## src/gate_pkg.sv

```systemverilog
package gate_pkg;

    // System control base, kept for reference by software models.
    localparam logic [31:0] sysctl_base = 32'h400FE000;
    // Byte offsets of the registers on the plain register port.
    localparam logic [11:0] off_deep_gate = 12'h128;
    localparam logic [11:0] off_run_gate = 12'h108;
    localparam logic [11:0] off_sleep_gate = 12'h118;
    localparam logic [11:0] off_run_config = 12'h060;
    localparam logic [11:0] off_power_mode = 12'h140;
    localparam logic [11:0] off_fault = 12'h144;
    // Field positions in the gating registers.
    localparam int pos_phy = 30;
    localparam int pos_mac = 28;
    localparam int pos_port_a = 0;
    localparam int num_ports = 7;
    // Automatic gating select position in the run clock configuration.
    localparam int pos_auto_gating = 27;
    // Writable bits of a gating register; everything else reads zero.
    localparam logic [31:0] gate_mask = 32'h5000007F;
    localparam logic [31:0] gate_reset = 32'h00000000;
    localparam logic [31:0] config_reset = 32'h00000000;
    localparam int num_units = 9;

    // Power modes.
    typedef enum logic [2:0] {
        mode_run = 3'h1,
        mode_sleep = 3'h2,
        mode_deep = 3'h4
    } power_mode_type;

endpackage

```

## src/gate_select.sv

```systemverilog
// Picks one unit's effective clock enable from the three gating sets.
module gate_select (
    input wire logic run_bit,
    input wire logic sleep_bit,
    input wire logic deep_bit,
    input wire logic auto_gating,
    input wire gate_pkg::power_mode_type mode,
    output logic enable
);

    // Sleep sets only apply when automatic gating is selected.
    always_comb begin
        enable = run_bit;
        if (auto_gating && mode == gate_pkg::mode_deep) begin
            enable = deep_bit;
        end else if (auto_gating && mode == gate_pkg::mode_sleep) begin
            enable = sleep_bit;
        end
    end

endmodule

```

## src/deep_gate_ctrl.sv

```systemverilog
// Added by the designer: the plain strobed port.
module deep_gate_ctrl (
    input wire logic mclk,
    input wire logic resetn,
    input wire logic [11:0] reg_addr,
    input wire logic [31:0] reg_wdata,
    input wire logic reg_write,
    input wire logic reg_read,
    output logic [31:0] reg_rdata,
    input wire logic unit_access,
    input wire logic [3:0] unit_select,
    output logic unit_fault,
    output logic [8:0] unit_clock_enable
);

    // The three gating sets and the run clock configuration.
    logic [31:0] deep_gate_reg_two;
    logic [31:0] sleep_gate_reg_two;
    logic [31:0] run_gate_reg_two;
    logic [31:0] run_clock_config;
    // Current power mode, written by software in this model.
    gate_pkg::power_mode_type mode;
    // Sticky record of every faulting unit, one bit each, for software to inspect.
    logic [31:0] fault_status;
    // Select of the access that produced the pending fault, one cycle late.
    logic [3:0] unit_select_q;
    // Effective enables before the output flop.
    logic [8:0] next_enable;
    logic [8:0] run_vec;
    logic [8:0] sleep_vec;
    logic [8:0] deep_vec;
    logic auto_gating_select;

    assign auto_gating_select = run_clock_config[gate_pkg::pos_auto_gating];

    // Pack the nine unit bits: ports A..G, then MAC, then PHY.
    function automatic logic [8:0] pack_units(input logic [31:0] r);
        pack_units = {r[gate_pkg::pos_phy], r[gate_pkg::pos_mac],
                      r[gate_pkg::pos_port_a +: gate_pkg::num_ports]};
    endfunction

    assign run_vec = pack_units(run_gate_reg_two);
    assign sleep_vec = pack_units(sleep_gate_reg_two);
    assign deep_vec = pack_units(deep_gate_reg_two);

    // One selector per unit keeps the three sets independent.
    for (genvar i = 0; i < gate_pkg::num_units; i++) begin : g_unit
        gate_select u_sel (
            .run_bit(run_vec[i]),
            .sleep_bit(sleep_vec[i]),
            .deep_bit(deep_vec[i]),
            .auto_gating(auto_gating_select),
            .mode(mode),
            .enable(next_enable[i])
        );
    end

    // Deep-sleep gating register; reserved bits are masked so they never store.
    always_ff @(posedge mclk or negedge resetn) begin
        if (!resetn) begin
            deep_gate_reg_two <= gate_pkg::gate_reset;
        end else if (reg_write && reg_addr == gate_pkg::off_deep_gate) begin
            deep_gate_reg_two <= reg_wdata & gate_pkg::gate_mask;
        end
    end

    // Sleep gating register.
    always_ff @(posedge mclk or negedge resetn) begin
        if (!resetn) begin
            sleep_gate_reg_two <= gate_pkg::gate_reset;
        end else if (reg_write && reg_addr == gate_pkg::off_sleep_gate) begin
            sleep_gate_reg_two <= reg_wdata & gate_pkg::gate_mask;
        end
    end

    // Run gating register.
    always_ff @(posedge mclk or negedge resetn) begin
        if (!resetn) begin
            run_gate_reg_two <= gate_pkg::gate_reset;
        end else if (reg_write && reg_addr == gate_pkg::off_run_gate) begin
            run_gate_reg_two <= reg_wdata & gate_pkg::gate_mask;
        end
    end

    // Run clock configuration; only the automatic gating select is kept.
    always_ff @(posedge mclk or negedge resetn) begin
        if (!resetn) begin
            run_clock_config <= gate_pkg::config_reset;
        end else if (reg_write && reg_addr == gate_pkg::off_run_config) begin
            run_clock_config <= '0;
            run_clock_config[gate_pkg::pos_auto_gating] <=
                reg_wdata[gate_pkg::pos_auto_gating];
        end
    end

    // Power mode register stands in for the processor's sleep signals.
    // Illegal codes are ignored so the mode stays one-hot.
    always_ff @(posedge mclk or negedge resetn) begin
        if (!resetn) begin
            mode <= gate_pkg::mode_run;
        end else if (reg_write && reg_addr == gate_pkg::off_power_mode) begin
            unique case (reg_wdata[2:0])
                3'h1: mode <= gate_pkg::mode_run;
                3'h2: mode <= gate_pkg::mode_sleep;
                3'h4: mode <= gate_pkg::mode_deep;
                default: mode <= mode;
            endcase
        end
    end

    // Registered enables; a zero leaves the unit unclocked.
    always_ff @(posedge mclk or negedge resetn) begin
        if (!resetn) begin
            unit_clock_enable <= '0;
        end else begin
            unit_clock_enable <= next_enable;
        end
    end

    // Enables padded to sixteen entries, so every select code indexes a real bit.
    logic [15:0] enable_lookup;
    assign enable_lookup = {7'h00, unit_clock_enable};

    // Access to a unit whose clock is off faults one cycle later.
    // Select codes above eight name no unit and never fault.
    always_ff @(posedge mclk or negedge resetn) begin
        if (!resetn) begin
            unit_fault <= 1'b0;
        end else begin
            unit_fault <= unit_access
                          && unit_select < 4'(gate_pkg::num_units)
                          && !enable_lookup[unit_select];
        end
    end

    // Fault status: sticky bit per unit, cleared by writing ones.
    // A new fault in the same cycle as its clear wins.
    always_ff @(posedge mclk or negedge resetn) begin
        if (!resetn) begin
            fault_status <= 32'h00000000;
        end else begin
            if (reg_write && reg_addr == gate_pkg::off_fault) begin
                fault_status <= fault_status & ~reg_wdata;
            end
            if (unit_fault) begin
                fault_status[unit_select_q] <= 1'b1;
            end
        end
    end

    // Remember which unit the fault belongs to.
    always_ff @(posedge mclk or negedge resetn) begin
        if (!resetn) begin
            unit_select_q <= 4'h0;
        end else begin
            unit_select_q <= unit_select;
        end
    end

    // Read data lands one cycle after the strobe, zero otherwise.
    always_ff @(posedge mclk or negedge resetn) begin
        if (!resetn) begin
            reg_rdata <= 32'h00000000;
        end else if (reg_read) begin
            unique case (reg_addr)
                gate_pkg::off_deep_gate: reg_rdata <= deep_gate_reg_two;
                gate_pkg::off_sleep_gate: reg_rdata <= sleep_gate_reg_two;
                gate_pkg::off_run_gate: reg_rdata <= run_gate_reg_two;
                gate_pkg::off_run_config: reg_rdata <= run_clock_config;
                gate_pkg::off_power_mode: reg_rdata <= {29'h0, mode};
                gate_pkg::off_fault: reg_rdata <= fault_status;
                default: reg_rdata <= 32'h00000000;
            endcase
        end else begin
            reg_rdata <= 32'h00000000;
        end
    end

    // Checks of the guarded behaviour. The enable checks name the register bits by
    // position, so a slip in the packing function shows up here and not in the field.

    // The gating register must come out of reset with every unit unclocked.
    property p_reset_zero;
        @(posedge mclk) $rose(resetn) |-> deep_gate_reg_two == gate_pkg::gate_reset;
    endproperty
    a_reset_zero: assert property (p_reset_zero) else $error("gate not zero");

    // The enables themselves are also dark on the first edge after reset.
    property p_enable_reset;
        @(posedge mclk) $rose(resetn) |-> unit_clock_enable == 9'h000;
    endproperty
    a_enable_reset: assert property (p_enable_reset) else $error("enable not zero");

    // A write at the decoded offset stores the writable bits on the next edge.
    property p_write_store;
        @(posedge mclk) disable iff (!resetn)
        reg_write && reg_addr == gate_pkg::off_deep_gate
            |=> deep_gate_reg_two == ($past(reg_wdata) & gate_pkg::gate_mask);
    endproperty
    a_write_store: assert property (p_write_store) else $error("write lost");

    // Writes to any other offset leave the deep-sleep set alone.
    property p_hold;
        @(posedge mclk) disable iff (!resetn)
        !(reg_write && reg_addr == gate_pkg::off_deep_gate) |=> $stable(deep_gate_reg_two);
    endproperty
    a_hold: assert property (p_hold) else $error("deep gate changed without write");

    // Reserved bits can never hold a one.
    property p_reserved_zero;
        @(posedge mclk) disable iff (!resetn)
        (deep_gate_reg_two & ~gate_pkg::gate_mask) == 32'h00000000;
    endproperty
    a_reserved_zero: assert property (p_reserved_zero) else $error("reserved set");

    // Read data carry the stored value in the cycle after the strobe.
    property p_read_back;
        @(posedge mclk) disable iff (!resetn)
        reg_read && reg_addr == gate_pkg::off_deep_gate && !reg_write
            |=> reg_rdata == $past(deep_gate_reg_two);
    endproperty
    a_read_back: assert property (p_read_back) else $error("bad readback");

    // In automatic deep-sleep the MAC enable follows its deep-sleep bit.
    property p_deep_apply;
        @(posedge mclk) disable iff (!resetn)
        mode == gate_pkg::mode_deep && auto_gating_select
            |=> unit_clock_enable[7] == $past(deep_gate_reg_two[28]);
    endproperty
    a_deep_apply: assert property (p_deep_apply) else $error("deep set not used");

    // In automatic deep-sleep every enable sits at its own field position.
    property p_deep_fields;
        @(posedge mclk) disable iff (!resetn)
        mode == gate_pkg::mode_deep && auto_gating_select
            |=> unit_clock_enable == $past({deep_gate_reg_two[30], deep_gate_reg_two[28],
                                            deep_gate_reg_two[6:0]});
    endproperty
    a_deep_fields: assert property (p_deep_fields) else $error("deep field misplaced");

    // Without automatic gating the PHY enable follows its run bit whatever the mode.
    property p_run_apply;
        @(posedge mclk) disable iff (!resetn)
        !auto_gating_select |=> unit_clock_enable[8] == $past(run_gate_reg_two[30]);
    endproperty
    a_run_apply: assert property (p_run_apply) else $error("run set not used");

    // In automatic sleep the port A enable follows its sleep bit.
    property p_sleep_apply;
        @(posedge mclk) disable iff (!resetn)
        mode == gate_pkg::mode_sleep && auto_gating_select
            |=> unit_clock_enable[0] == $past(sleep_gate_reg_two[0]);
    endproperty
    a_sleep_apply: assert property (p_sleep_apply) else $error("sleep set not used");

    // The mode register only ever holds one legal one-hot code.
    property p_mode_legal;
        @(posedge mclk) disable iff (!resetn) $onehot(mode);
    endproperty
    a_mode_legal: assert property (p_mode_legal) else $error("mode not one-hot");

    // Only the automatic gating select is ever stored in the configuration.
    property p_config_bits;
        @(posedge mclk) disable iff (!resetn)
        (run_clock_config & ~(32'h00000001 << gate_pkg::pos_auto_gating)) == 32'h00000000;
    endproperty
    a_config_bits: assert property (p_config_bits) else $error("config bit stored");

    // An access to an unclocked port faults on the next edge.
    property p_fault;
        @(posedge mclk) disable iff (!resetn)
        unit_access && unit_select == 4'h2 && !unit_clock_enable[2] |=> unit_fault;
    endproperty
    a_fault: assert property (p_fault) else $error("no fault");

    // An access to a clocked port completes normally.
    property p_no_fault;
        @(posedge mclk) disable iff (!resetn)
        unit_access && unit_select == 4'h2 && unit_clock_enable[2] |=> !unit_fault;
    endproperty
    a_no_fault: assert property (p_no_fault) else $error("spurious fault");

    // Select codes beyond the last unit never fault.
    property p_no_unit;
        @(posedge mclk) disable iff (!resetn)
        unit_access && unit_select >= 4'(gate_pkg::num_units) |=> !unit_fault;
    endproperty
    a_no_unit: assert property (p_no_unit) else $error("fault for missing unit");

    // Every fault leaves its unit's bit in the status register, even beside a clear.
    property p_fault_record;
        @(posedge mclk) disable iff (!resetn)
        unit_fault |=> fault_status[$past(unit_select_q)];
    endproperty
    a_fault_record: assert property (p_fault_record) else $error("fault not recorded");

    // Main scenarios: a fault, each automatic set in use, a read, a set beside a clear.
    c_fault: cover property (@(posedge mclk) disable iff (!resetn) unit_fault);
    c_deep: cover property (@(posedge mclk) disable iff (!resetn)
        mode == gate_pkg::mode_deep && auto_gating_select && |deep_gate_reg_two);
    c_read: cover property (@(posedge mclk) disable iff (!resetn)
        reg_read && reg_addr == gate_pkg::off_deep_gate);
    c_sleep: cover property (@(posedge mclk) disable iff (!resetn)
        mode == gate_pkg::mode_sleep && auto_gating_select);
    c_set_clear: cover property (@(posedge mclk) disable iff (!resetn)
        unit_fault && reg_write && reg_addr == gate_pkg::off_fault);

endmodule

```

## config.mk

```make
export PLATFORM = sky130hd
export DESIGN_NAME = deep_gate_ctrl
export DESIGN_NICKNAME = d
export VERILOG_FILES = /design/src/gate_pkg.sv /design/src/gate_select.sv /design/src/deep_gate_ctrl.sv
export SDC_FILE = /design/constraint.sdc
export NUM_CORES = 1
export LEC_CHECK = 0
export BUFFER_PORTS_ARGS = -buffer_cell sky130_fd_sc_hd__buf_2
export CAP_MARGIN = 20
export CORE_UTILIZATION = 50
export CTS_CLUSTER_DIAMETER = 150
export DETAILED_ROUTE_END_ITERATION = 10
export GPL_TIMING_DRIVEN = 0
export PLACE_DENSITY = 0.81
export SYNTH_ARGS = -nofsm -noshare
export SYNTH_HDL_FRONTEND = slang
export SYNTH_HIERARCHICAL = 1
export SYNTH_SLANG_ARGS = --single-unit
export TNS_END_PERCENT = 1
```

## constraint.sdc

```tcl
create_clock -name mclk -period 1.4 [get_ports mclk]
set_input_delay 0.14 -clock mclk [delete_from_list [all_inputs] [get_ports mclk]]
set_output_delay 0.14 -clock mclk [all_outputs]
set_load 0.01 [all_outputs]
```

* Word-level counts from Yosys, hierarchy flattened
Index checks and enable logic that the tools add are counted.
Operators by class: order comparisons 4, muxes and demuxes 27, reduce and logical (&&, ||, !) cells 14, bitwise operators 3, eq/ne operators 11
Operators with widths (number):
- case mux 32 bit (6 select lines) | 1
- two-way mux 32 bit | 3
- equality test 12 x 9 -> 1 bit, second input constant | 5
- bitwise AND 32 bit | 1
- inverter 32 bit | 1
- bitwise OR 32 x 16 -> 32 bit | 1
- two-way mux 1 bit | 20
- equality test 12 x 7 -> 1 bit, second input constant | 1
- logical AND 1 bit | 11
- case mux 3 bit (3 select lines) | 1
- equality test 3 x 2 -> 1 bit, second input constant | 2
- equality test 3 bit, second input constant | 2
- < comparator 4 x 6 -> 1 bit, second input constant | 1
- < comparator 4 x 5 -> 1 bit, second input constant | 1
- binary-select mux 1 bit (select 4 bit) | 1
- demux 1 bit (select 4 bit) | 1
- >= comparator 4 x 1 -> 1 bit, second input constant | 1
- < comparator 4 bit, second input constant | 1
- equality test 3 x 1 -> 1 bit, second input constant | 1
- nonzero test 3 bit | 1
- AND reduction 2 bit | 1
- zero test 1 bit | 1
Storage, ports and cells: word-level logic and storage cells 69, flip-flop bits (word level) 109, input bits 53

* Longest topological paths before layout
depth after elaboration 6, gate-level depth with buffers 6, gate-level depth less buffers 4

* Hierarchy
The synthesis kept the hierarchy.
Modules (own cells, without submodules):
- deep_gate_ctrl | times used 1, cells an instance 340, area each 4438.0 um^2, seq. area each 2728.9 um^2
- gate_select | times used 9, cells an instance 8, area each 62.6 um^2, seq. area each 0.0 um^2

* Least setup slack after synthesis
No wires, ideal clock.
kind input to register, from input reg_addr[1], to register run_gate_reg_two[0], stages 6, data required time 1.275 ns, path slack -0.384 ns, buffers on the path 2, arrival 1.659 ns, setup time 0.125 ns, cells stage by stage or3_1 buf_6 nor4_4 nor3b_2 buf_6 mux2_4
Between the ends: word-level cells in the longest chain between the ends 2
Ends and longest elaborated chain:
- from (decl) | RTL line deep_gate_ctrl.sv:5 | input wire logic [11:0] reg_addr,
- equality test 12 x 9 -> 1 bit | RTL line deep_gate_ctrl.sv:80 | end else if (reg_write && reg_addr == gate_pkg::off_run_gate) begin
- logical AND 1 bit | RTL line deep_gate_ctrl.sv:80
- to (signal assigned) | RTL line deep_gate_ctrl.sv:79 | run_gate_reg_two <= gate_pkg::gate_reset;
- to (signal assigned) | RTL line deep_gate_ctrl.sv:81 | run_gate_reg_two <= reg_wdata & gate_pkg::gate_mask;
- to (decl) | RTL line deep_gate_ctrl.sv:19 | logic [31:0] run_gate_reg_two;
Every way passes these cells. A chain may end at the register's enable or synchronous reset.

* Worst setup path in the final report
from input reg_addr[0], to register run_gate_reg_two[1]
Same word-level chain as after synthesis.

==> summary.md <==
| Metric | Value |
|---|---|
| Starting Density | 0.514 |
| Worst Setup End Kind | flop |
| Post-Place Worst Slack | -0.642 ns |
| # diodes | 0 |
| Total congestion overflow | 0 |
| Worst hold start | reg_wdata[13] |
| Setup TNS Final | -1.28 ns |
| Async SR Flop Fraction | 1.00 |
| Tcrit/Tclk final | 1.07 |
| Hold slack | 0.0160 ns |
| Worst setup SP type | input port |
| Net switching power | about 1.5 mW |
| Area grow syn2layout | 26.6% |
| Worst Tran Pin Value | 0.570 ns |
| Flops & latches, synth | between 100 and 150 |
| Synth area leader | dfrtp_1 |
| Peak supply drop | around 550 uV |
| Antenna violations before repair | 0 |
| Max_slew headroom | 0.618 |
| Placer Congestion | roughly 0.77 |
| Placed Cells incl. Taps | ~640 |
| Post-Syn Nets | around 470 |
| Top cell type's share of synthesized area | 0.540 |
| Setup Skew | ~0.007 ns |
| Gate Count Post-Synth | ~410 |
| Violated checks | negative setup slack |
| Tightest Hold Check Type | in -> reg |
| WS Path Type | in -> reg |
| Most frequent cells in the layout | dfrtp_1, buf_2, nand2_1, dlygate4sd3_1, and3_1 |
| Synth warnings | 6 |
| Status | finished with violations |
| CTS tree | yes |
| Post-Layout Cell Count | 687 |
| Nets@finish | ~600 |
| R2r setup slk | -0.07 ns |
| Vias in the first global route | 3856 |
| CP delay by family, top | simple AND/OR/NAND/NOR gates |
| Post-Syn Area per Cell | around 12 um^2 |
| CTS Buf Count | 9 |
| CP Buf/Inv Count | 2 |
| Worst r2r dst | unit_clock_enable[0] |
| Clk pwr share | 0.346 |
| Hold Path End | fault_status[13] |
| RSZ-0062 raised after global routing | yes |
| Req. time, crit path | 1.68 ns |
| Sequential share of power | 0.578 |
| Internal power | between 4 and 5 mW |
| Root buffer cell | clkbuf_8 |
| Worst-path clk slew | between 0.1 and 0.15 ns |
| CP max stage cell | or3_4 |
| DR vias | roughly 4000 |
| Final Worst Setup Slack | -0.0932 ns |
| Final hold vios | 0 |
| Pwr Total | approximately 5.6 mW |
| Die Y | 102 um |
| CP max FO | 5 |
| Layout cells sized above 1 | 0.357 |
| Sequential fraction of the synthesis area | 0.546 |
| Synth top area cells | dfrtp_1, mux2_2, o2bb2ai_1, and3_1, a221oi_2 |
| FF-to-FF Start | mode[0] |
| CP max stage delay | approximately 0.41 ns |
| Routed Antenna Nets | 0 |
| Commonest non-fill, non-tap cell in the layout | dfrtp_1 |
| Mapped Area | 5000 um^2 |
| Dpl hpwl | about 8.0 mm |
| Post-synth top flop | dfrtp_1 |
| Max Cap Viol | 0 |
| Clock buffer depth | 2 |
| Skew-Pair Late Insertion Delay | 0.39 ns |
| Final setup viols | 26 |
| Switching part of the total power | 0.265 |
| Critical-path cell list | buf_2 -> or3_4 -> nor4_4 -> nor3b_4 -> buf_6 -> mux2_4 |
| Die width | 102 um |
| Data arrival time of the critical path | 1.77 ns |
| Yosys cell types | 50 |
| Die Footprint | about 10000 um^2 |
| Number of enable flip-flop cells after synthesis | 0 |
| Buffers on Ports | 89 |
| Hold depth | 3 |
| Max-slew violations | 0 |
| DRC | 0 |
| PD cells | just under 900 nW/um^2 |
| Routed WL per cell | 18.6 um |
| Via density | roughly 5.8 |
| DRT Pass-1 Iters | 5 |
| Core Area | between 9000 and 10000 um^2 |
| DRT Wirelength | roughly 13 mm |
| Max H-tree Level | 3 |
| R2R depth | 4 |
| Largest net degree at the start of global routing | 73 |
| Gr usage total | 0.249 |
| Static Leak | roughly 3.0 nW |
| DR iter-0 viols | about 230 |
| Fin crit period | roughly 1.5 ns |
| I/O pins | between 90 and 100 |
| First-pass GRT wire length | around 19 mm |
| Num rows | 36 |
| Fmax | 0.670 GHz |
| Sink Count | between 100 and 150 |
| Comb power frac | 0.076 |
==> stage by stage <==
step	util	instance area, um^2
after global routing	0.651	6330
after floorplan	-	5000
after CTS	0.635	6180
final	0.651	6330
after global placement	0.577	5610
after detailed placement	0.580	5640
==> cell usage after synthesis, types with 2 or more instances <==
cell / count
clkbuf_1: 11
or3_1: 2
nor4_2: 3
inv_1: 14
nor2_1: 15
mux2i_1: 10
and3_2: 9
buf_2: 6
a21o_1: 4
nand2_1: 32
nand3b_1: 3
or3b_2: 2
a21boi_0: 15
a22oi_1: 9
mux2_4: 9
dfrtp_1: 108
a221oi_2: 9
o21ai_1: 9
and3_1: 22
mux2_2: 20
a211oi_1: 3
a21oi_1: 7
and4bb_1: 9
nand3_1: 2
buf_6: 2
a2bb2oi_1: 10
nor4_1: 4
nor3_1: 8
nor4bb_1: 2
nor3b_1: 2
o2bb2ai_1: 21
nand2b_1: 12
==> registers in the layout, summed over array words and instances, names as in the netlist <==
name and flops:
fault_status 32, reg_rdata 32, deep_gate_reg_two 9, unit_clock_enable 9, mode 3, unit_fault 1, run_clock_config 1, sleep_gate_reg_two 9
run_gate_reg_two 9, unit_select_q 4
==> tightest hold or removal path: cells and delay by family <==
| family | cells | cell delay, ns |
|---|---|---|
| compound gates | 1 | 0.11 |
| buf+inv | 1 | 0.09 |
| simple gates | 1 | 0.04 |
==> timing repair <==
item,4_1_cts,5_1_grt
pin swaps,2,6
gates cloned,1,0
setup endpoints to repair,97,103
hold buffers,26,0
buffers inserted,3,8
gates resized for setup,14,31
hold endpoints to repair,63,0
==> cells by family (layout without fill, tap and decap cells) <==
family	Yosys count	in the layout	share of synthesized area
simple gates	139	139	0.179
flops	109	109	0.546
xor+xnor	1	1	0.00175
compound gates	90	90	0.148
mux	40	40	0.0966
buf+inv	33	175	0.0293
==> power by group through the flow <==
stage	Clock, mW	Sequential, mW	Combinational, mW
5_1_grt	2.08	3.23	0.465
2_1_floorplan	0	3.28	0.137
3_5_place_dp	0	3.28	0.340
4_1_cts	1.97	3.22	0.409
6_report	1.93	3.22	0.423
3_3_place_gp	0	3.28	0.320
==> final cells by class <==
type	instances	area (um^2)
buffer	17	91.3
sequential	109	2740
clock inverter	7	75.1
tap	133	166
multi-input combinational	270	2210
timing repair buffer	128	868
fill	750	3400
inverter	14	52.6
clock buffer	9	124
==> layer usage <==
layer / GRT usage / vias to the layer above / routed length [um]
met5: 0 / - / 0
met2: 0.421 / 153 / 6490
met1: 0.316 / 2015 / 5350
met3: 0.0534 / 21 / 675
met4: 0.0934 / 0 / 236
li1: - / 1797 / -
==> worst max-delay path by stage <==
stage	startpoint	to	cells after the start
3_5_place_dp	reg_addr[9]	run_gate_reg_two[28]	7
4_1_cts	reg_addr[10]	run_gate_reg_two[1]	7
5_1_grt	reg_addr[2]	run_gate_reg_two[1]	6
3_3_place_gp	resetn	run_gate_reg_two[1]	1
6_report	reg_addr[0]	run_gate_reg_two[1]	6
2_1_floorplan	reg_addr[1]	run_gate_reg_two[0]	6
(Power assumes the default switching activity.)
